**src/include/cbsc_defs.vh**
```
// constants for the branch, stack and control execute unit
// assumes one clock domain and a 4-bit wide data memory holding the stack
`ifndef CBSC_DEFS_VH
`define CBSC_DEFS_VH
// operation codes presented on op_code
`define CBSC_OP_NOP 5'h00
`define CBSC_OP_OR1 5'h01
`define CBSC_OP_XOR_CARRY_BIT_OP 5'h02
`define CBSC_OP_BRREL 5'h03
`define CBSC_OP_BLOCK_ABSOLUTE_BRANCH 5'h04
`define CBSC_OP_FAR_CALL_OP 5'h05
`define CBSC_OP_RET 5'h06
`define CBSC_OP_SKIPPING_RETURN_OP 5'h07
`define CBSC_OP_INTERRUPT_RETURN_OP 5'h08
`define CBSC_OP_PUSH 5'h09
`define CBSC_OP_POP 5'h0a
`define CBSC_OP_EI 5'h0b
`define CBSC_OP_DI 5'h0c
`define CBSC_OP_EISRC 5'h0d
`define CBSC_OP_DISRC 5'h0e
`define CBSC_OP_IN 5'h0f
`define CBSC_OP_OUT 5'h10
`define CBSC_OP_HALT 5'h11
`define CBSC_OP_STOP 5'h12
// absolute and call target ceiling
`define CBSC_ADDR_MAX 11'h77f
// relative branch reach
`define CBSC_REL_MIN (-6'sd15)
`define CBSC_REL_NEG_MAX (-6'sd1)
`define CBSC_REL_POS_MIN 6'sd2
`define CBSC_REL_MAX 6'sd16
// field positions
`define CBSC_PSW_CY 7
`define CBSC_PCC_HALT 2
`define CBSC_PCC_STOP 3
`define CBSC_IE_BT 0
`define CBSC_IE_CSI 1
`define CBSC_IE_EXT0 2
`define CBSC_IE_EXT2 3
// reset values
`define CBSC_PC_RST 11'h000
`define CBSC_SP_RST 8'h00
`define CBSC_PSW_RST 8'h00
`define CBSC_NIB_RST 4'h0
// port count
`define CBSC_PORTS 7
`endif

```
**src/hdl/cbsc_exec.v**
```verilog
// execute unit: carry bit ops, branches, call/return, push/pop, irq enables, ports, halt/stop
// assumes a fetcher presenting one decoded op at a time and a data memory with 1-cycle read latency
// Operation
// - or-carry sets carry to carry OR bit
// - xor-carry sets carry to carry XOR bit
// - relative branch -15..-1, +2..+16, no boundaries
// - block branch loads all 11 pc bits
// - far call stacks pc in four nibbles
// - far call target limited to 000..77f
// - return reloads pc, sp plus four
// - skipping return also skips next instruction
// - interrupt return also restores status word
// - push stores high then low, sp minus two
// - pop loads low then high, sp plus two
// - enable-all sets master irq enable
// - disable-all clears master irq enable
// - per-source enable set or clear, four sources
// - port input only from ports 0-3,5,6
// - port read: latch if output, pins otherwise
// - port output only to ports 2,3,5,6
// - halt sets clock control bit 2
// - stop sets clock control bit 3
// - op after halt or stop is nop
// - nop takes one cycle, changes nothing
`include "cbsc_defs.vh"
module cbsc_exec (
  input wire clk,
  input wire rst_b,
  input wire op_valid,
  output wire op_ready,
  input wire [4:0] op_code,
  input wire [10:0] op_imm,
  input wire [1:0] op_len,
  input wire [7:0] bit_addr,
  input wire [1:0] bit_sel,
  output reg op_done_reg,
  output reg op_fault_reg,
  output wire [10:0] pc,
  output wire [7:0] sp,
  output wire [3:0] acc_a,
  output wire [3:0] acc_x,
  output wire [3:0] ptr_h,
  output wire [3:0] ptr_l,
  output wire [7:0] program_status_word,
  output wire carry_flag,
  output wire master_irq_enable,
  output wire [3:0] source_irq_enable,
  output wire [3:0] proc_clock_ctrl,
  input wire clock_wake,
  output reg [7:0] mem_addr,
  output reg [3:0] mem_wdata,
  output reg mem_we,
  output reg mem_re,
  input wire [3:0] mem_rdata,
  input wire [27:0] port_pin_in,
  input wire [6:0] port_out_mode,
  output wire [27:0] port_out
);
  localparam ST_IDLE = 2'b00;
  localparam ST_RD = 2'b01;
  localparam ST_WR = 2'b10;
  localparam ST_FIN = 2'b11;

  reg [1:0] state_reg;
  reg [2:0] step_reg;
  reg [4:0] op_reg;
  reg [10:0] imm_reg;
  reg [10:0] pc_reg;
  reg [7:0] sp_reg;
  reg [3:0] a_reg;
  reg [3:0] x_reg;
  reg [3:0] h_reg;
  reg [3:0] l_reg;
  reg [7:0] psw_reg;
  reg ime_reg;
  reg [3:0] ie_reg;
  reg [3:0] pcc_reg;
  reg nop_next_reg;
  reg [3:0] rd_buf [0:4];
  reg [2:0] n_steps;
  reg [7:0] off;
  reg fetched_bit;
  wire [3:0] port_rd;
  wire take;
  wire port_in_ok;
  wire port_out_ok;
  wire rel_ok;
  wire signed [5:0] rel_off;
  wire [10:0] pc_next_seq;
  wire [10:0] rel_target;

  assign op_ready = (state_reg == ST_IDLE);
  assign take = op_valid && op_ready;
  assign pc = pc_reg;
  assign sp = sp_reg;
  assign acc_a = a_reg;
  assign acc_x = x_reg;
  assign ptr_h = h_reg;
  assign ptr_l = l_reg;
  assign program_status_word = psw_reg;
  assign carry_flag = psw_reg[`CBSC_PSW_CY];
  assign master_irq_enable = ime_reg;
  assign source_irq_enable = ie_reg;
  assign proc_clock_ctrl = pcc_reg;
  assign pc_next_seq = pc_reg + {9'h000, op_len};
  assign rel_off = op_imm[5:0];
  // target counts from the branch's own address, wrapping across pages and blocks
  assign rel_target = pc_reg + {{5{rel_off[5]}}, rel_off};
  assign rel_ok = (rel_off >= `CBSC_REL_MIN && rel_off <= `CBSC_REL_NEG_MAX)
    || (rel_off >= `CBSC_REL_POS_MIN && rel_off <= `CBSC_REL_MAX);
  assign port_in_ok = (op_imm[3:0] <= 4'h3) || (op_imm[3:0] == 4'h5) || (op_imm[3:0] == 4'h6);
  assign port_out_ok = (op_imm[3:0] == 4'h2) || (op_imm[3:0] == 4'h3)
    || (op_imm[3:0] == 4'h5) || (op_imm[3:0] == 4'h6);

  cbsc_port_bank u_ports (
    .clk(clk),
    .rst_b(rst_b),
    .wr_en(take && !nop_next_reg && op_code == `CBSC_OP_OUT && port_out_ok),
    .sel(op_imm[3:0]),
    .wdata(a_reg),
    .pin_in(port_pin_in),
    .out_mode(port_out_mode),
    .port_out(port_out),
    .rd_data(port_rd)
  );

  // step counts and stack offsets for each sequenced op
  always @*
  begin
    n_steps = 3'd0;
    off = 8'h00;
    case (op_reg)
      `CBSC_OP_OR1, `CBSC_OP_XOR_CARRY_BIT_OP: n_steps = 3'd1;
      `CBSC_OP_FAR_CALL_OP:
      begin
        n_steps = 3'd4;
        off = 8'hff - {5'h00, step_reg};
      end
      `CBSC_OP_PUSH:
      begin
        n_steps = 3'd2;
        off = 8'hff - {5'h00, step_reg};
      end
      `CBSC_OP_RET, `CBSC_OP_SKIPPING_RETURN_OP, `CBSC_OP_INTERRUPT_RETURN_OP:
      begin
        n_steps = (op_reg == `CBSC_OP_INTERRUPT_RETURN_OP) ? 3'd5 : 3'd3;
        off = (step_reg == 3'd0) ? 8'h00 : {5'h00, step_reg} + 8'h01;
      end
      `CBSC_OP_POP:
      begin
        n_steps = 3'd2;
        off = {5'h00, step_reg};
      end
      default: n_steps = 3'd0;
    endcase
  end

  // memory strobes follow the sequencer state
  always @*
  begin
    mem_addr = 8'h00;
    mem_wdata = `CBSC_NIB_RST;
    mem_we = 1'b0;
    mem_re = 1'b0;
    fetched_bit = mem_rdata[bit_sel];
    if (state_reg == ST_RD && step_reg < n_steps)
    begin
      mem_re = 1'b1;
      mem_addr = (op_reg == `CBSC_OP_OR1 || op_reg == `CBSC_OP_XOR_CARRY_BIT_OP) ? bit_addr : sp_reg + off;
    end
    else if (state_reg == ST_WR)
    begin
      mem_we = 1'b1;
      mem_addr = sp_reg + off;
      if (op_reg == `CBSC_OP_FAR_CALL_OP)
      begin
        case (step_reg)
          3'd0: mem_wdata = pc_reg[7:4];
          3'd1: mem_wdata = pc_reg[3:0];
          3'd2: mem_wdata = 4'h0;
          default: mem_wdata = {1'b0, pc_reg[10:8]};
        endcase
      end
      else if (imm_reg[0])
        mem_wdata = (step_reg == 3'd0) ? h_reg : l_reg;
      else
        mem_wdata = (step_reg == 3'd0) ? x_reg : a_reg;
    end
  end

  always @(posedge clk)
  begin
    if (!rst_b)
    begin
      state_reg <= ST_IDLE;
      step_reg <= 3'd0;
      op_reg <= `CBSC_OP_NOP;
      imm_reg <= 11'h000;
      pc_reg <= `CBSC_PC_RST;
      sp_reg <= `CBSC_SP_RST;
      a_reg <= `CBSC_NIB_RST;
      x_reg <= `CBSC_NIB_RST;
      h_reg <= `CBSC_NIB_RST;
      l_reg <= `CBSC_NIB_RST;
      psw_reg <= `CBSC_PSW_RST;
      ime_reg <= 1'b0;
      ie_reg <= `CBSC_NIB_RST;
      pcc_reg <= `CBSC_NIB_RST;
      nop_next_reg <= 1'b0;
      op_done_reg <= 1'b0;
      op_fault_reg <= 1'b0;
    end
    else
    begin
      op_done_reg <= 1'b0;
      op_fault_reg <= 1'b0;
      // wake clears the mode bits; a halt or stop in the same cycle wins
      if (clock_wake)
        pcc_reg[`CBSC_PCC_STOP:`CBSC_PCC_HALT] <= 2'b00;
      case (state_reg)
        ST_IDLE:
        begin
          if (take)
          begin
            op_reg <= op_code;
            imm_reg <= op_imm;
            step_reg <= 3'd0;
            pc_reg <= pc_next_seq;
            if (nop_next_reg)
            begin
              nop_next_reg <= 1'b0;
              op_done_reg <= 1'b1;
            end
            else
            begin
              op_done_reg <= 1'b1;
              case (op_code)
                `CBSC_OP_OR1, `CBSC_OP_XOR_CARRY_BIT_OP, `CBSC_OP_RET, `CBSC_OP_SKIPPING_RETURN_OP, `CBSC_OP_INTERRUPT_RETURN_OP, `CBSC_OP_POP:
                begin
                  state_reg <= ST_RD;
                  op_done_reg <= 1'b0;
                end
                `CBSC_OP_PUSH:
                begin
                  state_reg <= ST_WR;
                  op_done_reg <= 1'b0;
                end
                `CBSC_OP_FAR_CALL_OP:
                begin
                  if (op_imm <= `CBSC_ADDR_MAX)
                  begin
                    state_reg <= ST_WR;
                    op_done_reg <= 1'b0;
                  end
                  else
                    op_fault_reg <= 1'b1;
                end
                `CBSC_OP_BRREL:
                begin
                  if (rel_ok)
                    pc_reg <= rel_target;
                  else
                    op_fault_reg <= 1'b1;
                end
                `CBSC_OP_BLOCK_ABSOLUTE_BRANCH:
                begin
                  if (op_imm <= `CBSC_ADDR_MAX)
                    pc_reg <= op_imm;
                  else
                    op_fault_reg <= 1'b1;
                end
                `CBSC_OP_EI: ime_reg <= 1'b1;
                `CBSC_OP_DI: ime_reg <= 1'b0;
                `CBSC_OP_EISRC: ie_reg[op_imm[1:0]] <= 1'b1;
                `CBSC_OP_DISRC: ie_reg[op_imm[1:0]] <= 1'b0;
                `CBSC_OP_IN:
                begin
                  if (port_in_ok)
                    a_reg <= port_rd;
                  else
                    op_fault_reg <= 1'b1;
                end
                `CBSC_OP_OUT:
                begin
                  if (!port_out_ok)
                    op_fault_reg <= 1'b1;
                end
                `CBSC_OP_HALT:
                begin
                  pcc_reg[`CBSC_PCC_HALT] <= 1'b1;
                  nop_next_reg <= 1'b1;
                end
                `CBSC_OP_STOP:
                begin
                  pcc_reg[`CBSC_PCC_STOP] <= 1'b1;
                  nop_next_reg <= 1'b1;
                end
                `CBSC_OP_NOP: op_done_reg <= 1'b1;
                default: op_fault_reg <= 1'b1;
              endcase
            end
          end
        end
        ST_RD:
        begin
          // read data lags its address by one cycle
          if (step_reg != 3'd0)
            rd_buf[step_reg - 3'd1] <= mem_rdata;
          if (step_reg == n_steps)
          begin
            state_reg <= ST_FIN;
            if (op_reg == `CBSC_OP_OR1)
              psw_reg[`CBSC_PSW_CY] <= psw_reg[`CBSC_PSW_CY] | fetched_bit;
            else if (op_reg == `CBSC_OP_XOR_CARRY_BIT_OP)
              psw_reg[`CBSC_PSW_CY] <= psw_reg[`CBSC_PSW_CY] ^ fetched_bit;
          end
          else
            step_reg <= step_reg + 3'd1;
        end
        ST_WR:
        begin
          if (step_reg == n_steps - 3'd1)
            state_reg <= ST_FIN;
          else
            step_reg <= step_reg + 3'd1;
        end
        ST_FIN:
        begin
          state_reg <= ST_IDLE;
          op_done_reg <= 1'b1;
          case (op_reg)
            `CBSC_OP_FAR_CALL_OP:
            begin
              sp_reg <= sp_reg - 8'h04;
              pc_reg <= imm_reg;
            end
            `CBSC_OP_PUSH: sp_reg <= sp_reg - 8'h02;
            `CBSC_OP_POP:
            begin
              sp_reg <= sp_reg + 8'h02;
              if (imm_reg[0])
              begin
                l_reg <= rd_buf[0];
                h_reg <= rd_buf[1];
              end
              else
              begin
                a_reg <= rd_buf[0];
                x_reg <= rd_buf[1];
              end
            end
            `CBSC_OP_RET, `CBSC_OP_SKIPPING_RETURN_OP, `CBSC_OP_INTERRUPT_RETURN_OP:
            begin
              pc_reg <= {rd_buf[0][2:0], rd_buf[2], rd_buf[1]};
              if (op_reg == `CBSC_OP_INTERRUPT_RETURN_OP)
              begin
                psw_reg <= {rd_buf[4], rd_buf[3]};
                sp_reg <= sp_reg + 8'h06;
              end
              else
                sp_reg <= sp_reg + 8'h04;
              if (op_reg == `CBSC_OP_SKIPPING_RETURN_OP)
                nop_next_reg <= 1'b1;
            end
            default: sp_reg <= sp_reg;
          endcase
        end
        default: state_reg <= ST_IDLE;
      endcase
    end
  end
endmodule

```
**src/hdl/cbsc_port_bank.v**
```verilog
// port latches and pin sampling for the execute unit
// assumes pins are asynchronous to clk; 4 bits per port, ports 0..6
`include "cbsc_defs.vh"
module cbsc_port_bank (
  input wire clk,
  input wire rst_b,
  input wire wr_en,
  input wire [3:0] sel,
  input wire [3:0] wdata,
  input wire [27:0] pin_in,
  input wire [6:0] out_mode,
  output wire [27:0] port_out,
  output reg [3:0] rd_data
);
  wire [27:0] pin_stable;
  genvar i;
  generate
    for (i = 0; i < `CBSC_PORTS; i = i + 1)
    begin : g_port
      reg [3:0] s1_reg;
      reg [3:0] s2_reg;
      reg [3:0] s3_reg;
      reg [3:0] stable_reg;
      always @(posedge clk)
      begin
        if (!rst_b)
        begin
          s1_reg <= `CBSC_NIB_RST;
          s2_reg <= `CBSC_NIB_RST;
          s3_reg <= `CBSC_NIB_RST;
          stable_reg <= `CBSC_NIB_RST;
        end
        else
        begin
          s1_reg <= pin_in[4*i+3:4*i];
          s2_reg <= s1_reg;
          s3_reg <= s2_reg;
          // filter: a change counts once two samples agree
          if (s2_reg == s3_reg)
            stable_reg <= s3_reg;
        end
      end
      assign pin_stable[4*i+3:4*i] = stable_reg;
      if (i == 2 || i == 3 || i == 5 || i == 6)
      begin : g_latch
        reg [3:0] latch_reg;
        always @(posedge clk)
        begin
          if (!rst_b)
            latch_reg <= `CBSC_NIB_RST;
          else if (wr_en && sel == i)
            latch_reg <= wdata;
        end
        assign port_out[4*i+3:4*i] = latch_reg;
      end
      else
      begin : g_in_only
        // port 0, 1 or 4: no latch to drive
        assign port_out[4*i+3:4*i] = `CBSC_NIB_RST;
      end
    end
  endgenerate

  always @*
  begin
    rd_data = `CBSC_NIB_RST;
    case (sel)
      4'h0: rd_data = pin_stable[3:0];
      4'h1: rd_data = pin_stable[7:4];
      4'h2: rd_data = out_mode[2] ? port_out[11:8] : pin_stable[11:8];
      4'h3: rd_data = out_mode[3] ? port_out[15:12] : pin_stable[15:12];
      4'h4: rd_data = `CBSC_NIB_RST;
      4'h5: rd_data = out_mode[5] ? port_out[23:20] : pin_stable[23:20];
      4'h6: rd_data = out_mode[6] ? port_out[27:24] : pin_stable[27:24];
      default: rd_data = `CBSC_NIB_RST;
    endcase
  end
endmodule

```
**config.mk**
```make
export PLATFORM = sky130hd
export DESIGN_NAME = cbsc_exec
export DESIGN_NICKNAME = d
export VERILOG_FILES = /design/src/hdl/cbsc_exec.v /design/src/hdl/cbsc_port_bank.v
export VERILOG_INCLUDE_DIRS = /design/src /design/src/include
export SDC_FILE = /design/constraint.sdc
export NUM_CORES = 1
export LEC_CHECK = 0
export ABC_AREA = 1
export BUFFER_PORTS_ARGS = -buffer_cell sky130_fd_sc_hd__clkbuf_2
export CORE_MARGIN = 2
export CORE_UTILIZATION = 45
export DETAILED_ROUTE_END_ITERATION = 8
export GPL_TIMING_DRIVEN = 0
export PLACE_DENSITY = 0.62
export SYNTH_ARGS = -nofsm -noshare
export SYNTH_HDL_FRONTEND = slang
export SYNTH_SLANG_ARGS = --single-unit
```
**constraint.sdc**
```tcl
create_clock -name clk -period 8.05 [get_ports clk]
set_input_delay 0.805 -clock clk [delete_from_list [all_inputs] [get_ports clk]]
set_output_delay 0.805 -clock clk [all_outputs]
set_load 0.01 [all_outputs]
```
==> metrics.md <==
| Metric | Value |
|---|---|
| Core Footprint | `24,100 um2` |
| Tmin final | `4.72 ns` |
| Drt drc | `0` |
| Post-route ant nets | `0` |
| Aggregate global-route resource usage | `25.6%` |
| Largest net degree at the start of global routing | `16` |
| Initial Utilization | `45.5%` |
| H-Tree Depth | `1` |
| Via density | `5.09` |
| Startpoint Class | `register` |
| Routed WL | `32.8 mm` |
| Post-synthesis mux area share | `0%` |
| FMAX | `212 MHz` |
| Final Wtd Congestion | `0.938` |
| Ports | `169` |
| Crit Path Class | `register to primary output` |
| Main combinational cell family by area after synthesis | `simple AND/OR/NAND/NOR gates` |
| Die height | `160 um` |
| Grt total ovfl | `0` |
| Fin. max-slew vios | `0` |
| Vias | `10,537` |
| Post-CTS sizing | `0` |
| RSZ-0062 raised after global routing | `false` |
| Async SR Flop Fraction | `0%` |
| Cell count after synthesis | `1,545` |
| TritonCTS buffer count | `24` |
| Data required, critical path | `7.24 ns` |
| CTS tree | `yes` |
| EDFF count, synth | `20` |
| Total power draw | `2870 uW` |
| Non-Filler Instances | `2,071` |
| Vias in the first global route | `10,118` |
| Slew headroom | `48.2%` |
| Clock sinks | `205` |
| Initial antenna violation count | `3` |
| Later-pin clock latency in the skew report | `0.52 ns` |
| Layout cells sized above 1 | `14.8%` |
| Global-route wire length before repair | `52.3 mm` |
| Max VDD drop | `168 uV` |
| Yosys cell types | `49` |
| Post-DR wirelength/cell | `15.8 um` |
| Pwr/cell area | `221 nW/um2` |
| Worst-Margin Slew | `0.776 ns` |
| Final setup viols | `0` |
| Clock-pin slew on the worst setup and hold paths | `0.06 ns` |
| Nets | `1,846` |
| Period utilization | `58.6%` |
| Die width | `160 um` |
| Syn-to-layout area delta | `18.3%` |
| Fin. Hold Viols | `0` |
| Worst R2R Path Depth | `8` |
| Die outline area | `25,700 um2` |
| Synth Area in XOR/XNOR | `3.90%` |
| Root Driver | `clkbuf_16` |
| Leak pwr | `0.00651 uW` |
| Simple-gate share of the synthesized area | `25.6%` |
| 1st-pass router iterations | `5` |
| Placed Cells | `2,028` |
| # rows | `57` |
| Sequential-to-total area share from yosys stat | `39.2%` |
| Warnings from Yosys | `0` |
| WHS Path Cells | `2` |
| CP max FO | `10` |
| Top_reg_cell synth | `dfxtp_1` |
| HPWL Detailed | `25.5 mm` |
| Longest Clk Path Bufs | `3` |
| Worst Hold Class | `register to register` |
| Antenna fix cells | `0` |
| Post-Route Setup TNS | `0 ns` |
| Mapped cell area | `11,000 um2` |
| DRT iter0 DRCs | `739` |
| CP Capture Type | `primary output` |
| IO Port Bufs | `145` |
| Crit path DAT | `3.92 ns` |
| Seq cells post-synth | `205` |
| Post-Synth Adder-Cell Area | `5.40%` |
| Compound-Gate Fraction of Synth Area | `15.1%` |
| Avg Cell Area, Syn | `7.11 um2` |
| Status | `finished clean` |
| Hold_buf cts | `0` |
| Clk_skew | `0.00998 ns` |
| Max Cap Viol | `0` |
| Post-CTS setup buffer count | `0` |
## routing by layer
| layer | vias up | routed length, um | GRT usage (%) |
|---|---|---|---|
| li1 | 5339 | - | - |
| met5 | - | 22 | 0 |
| met3 | 74 | 2150 | 3.92 |
| met2 | 343 | 15100 | 44.0 |
| met4 | 4 | 1130 | 9.25 |
| met1 | 4777 | 14400 | 32.6 |
## power by group
group / total (uW) / switching (uW) / leakage [uW] / internal [uW]
clock: 1130 / 463 / 0.000411 / 666
combinational: 590 / 387 / 0.00440 / 204
sequential: 1160 / 65.0 / 0.00169 / 1090
total: 2870 / 914 / 0.00651 / 1960
## worst max-delay path, stage by stage (launching register included)
cell and delay [ns]:
dfxtp_1 0.40, inv_1 0.28, ha_1 0.20, inv_1 0.06
nor2_1 0.27, clkinv_1 0.41, nand2_1 0.24, nor2_1 0.06
nor3_1 0.30, inv_1 0.09, ha_1 0.27, nand3_1 0.07
nand2_1 0.08, a21oi_1 0.14, o21ai_0 0.11, xnor2_1 0.15
a21oi_1 0.13, clkbuf_2 0.15
## Yosys cell counts (8+ instances only)
library cell    n  area share, %
a21oi_1       120            5.5
inv_1         215            7.4
xor2_1         28            2.2
xnor2_1        19            1.5
clkbuf_1       27           0.92
o22ai_1        11           0.63
inv_2          11           0.38
buf_4          16            1.1
o211ai_1        8           0.55
nand4_1        13           0.74
nand3_1        77            3.5
o21ai_1        12           0.55
ha_1           41            4.7
dfxtp_1       185             34
nor3_1         20           0.91
nand2_1       336             11
o21ai_0       132            6.0
nor2_1        163            5.6
edfxtp_1       20            5.5
## per-stage QoR
stage	area, um2	setup slack, ns	util, %	hold WS (ns)
after floorplan	11000	4.66	-	0.390
after global placement	12200	3.94	50.5	0.393
after detailed placement	12200	3.90	50.5	0.398
after CTS	13000	3.34	53.9	0.412
after global routing	13000	2.99	53.9	0.425
final	13000	3.33	53.9	0.409
## cells by family after synthesis
group           Yosys count
other cells               1
xor+xnor                 48
compound gates          308
simple gates            651
buf+inv                 287
fa+ha+maj                45
flops                   205
## area by class of cell
| cell class | count | area, um2 |
|---|---|---|
| Sequential cell | 205 | 4300 |
| Clock inverter | 16 | 161 |
| Buffer | 57 | 313 |
| Fill cell | 2478 | 11100 |
| Clock buffer | 27 | 664 |
| Tap cell | 324 | 405 |
| Multi-Input combinational cell | 1067 | 5550 |
| Inverter | 230 | 863 |
| Timing Repair Buffer | 145 | 726 |
## placed cells by master (no fill, tap or decap), drive strengths merged, types with 30 or more instances in the layout
master  count
inv       231
o21ai     144
a21oi     121
ha         41
buf        30
nor2      173
dfxtp     185
clkbuf    199
nand2     343
nand3      84
## path summary, 6_finish.rpt
path | from | to | slack, ns
worst max-delay path | step_reg[0]$_SDFFE_PN0P_ | mem_addr[6] | 3.33
worst min-delay path | u_ports.g_port[3].s1_reg[2]$_SDFF_PN0_ | u_ports.g_port[3].s2_reg[2]$_SDFF_PN0_ | 0.41
worst max register to register | step_reg[0]$_SDFFE_PN0P_ | rd_buf[4][3]$_DFFE_PP_ | 5.30
worst min register to register | u_ports.g_port[3].s1_reg[2]$_SDFF_PN0_ | u_ports.g_port[3].s2_reg[2]$_SDFF_PN0_ | 0.41
No activity file was read; power rests on OpenSTA's default activity.
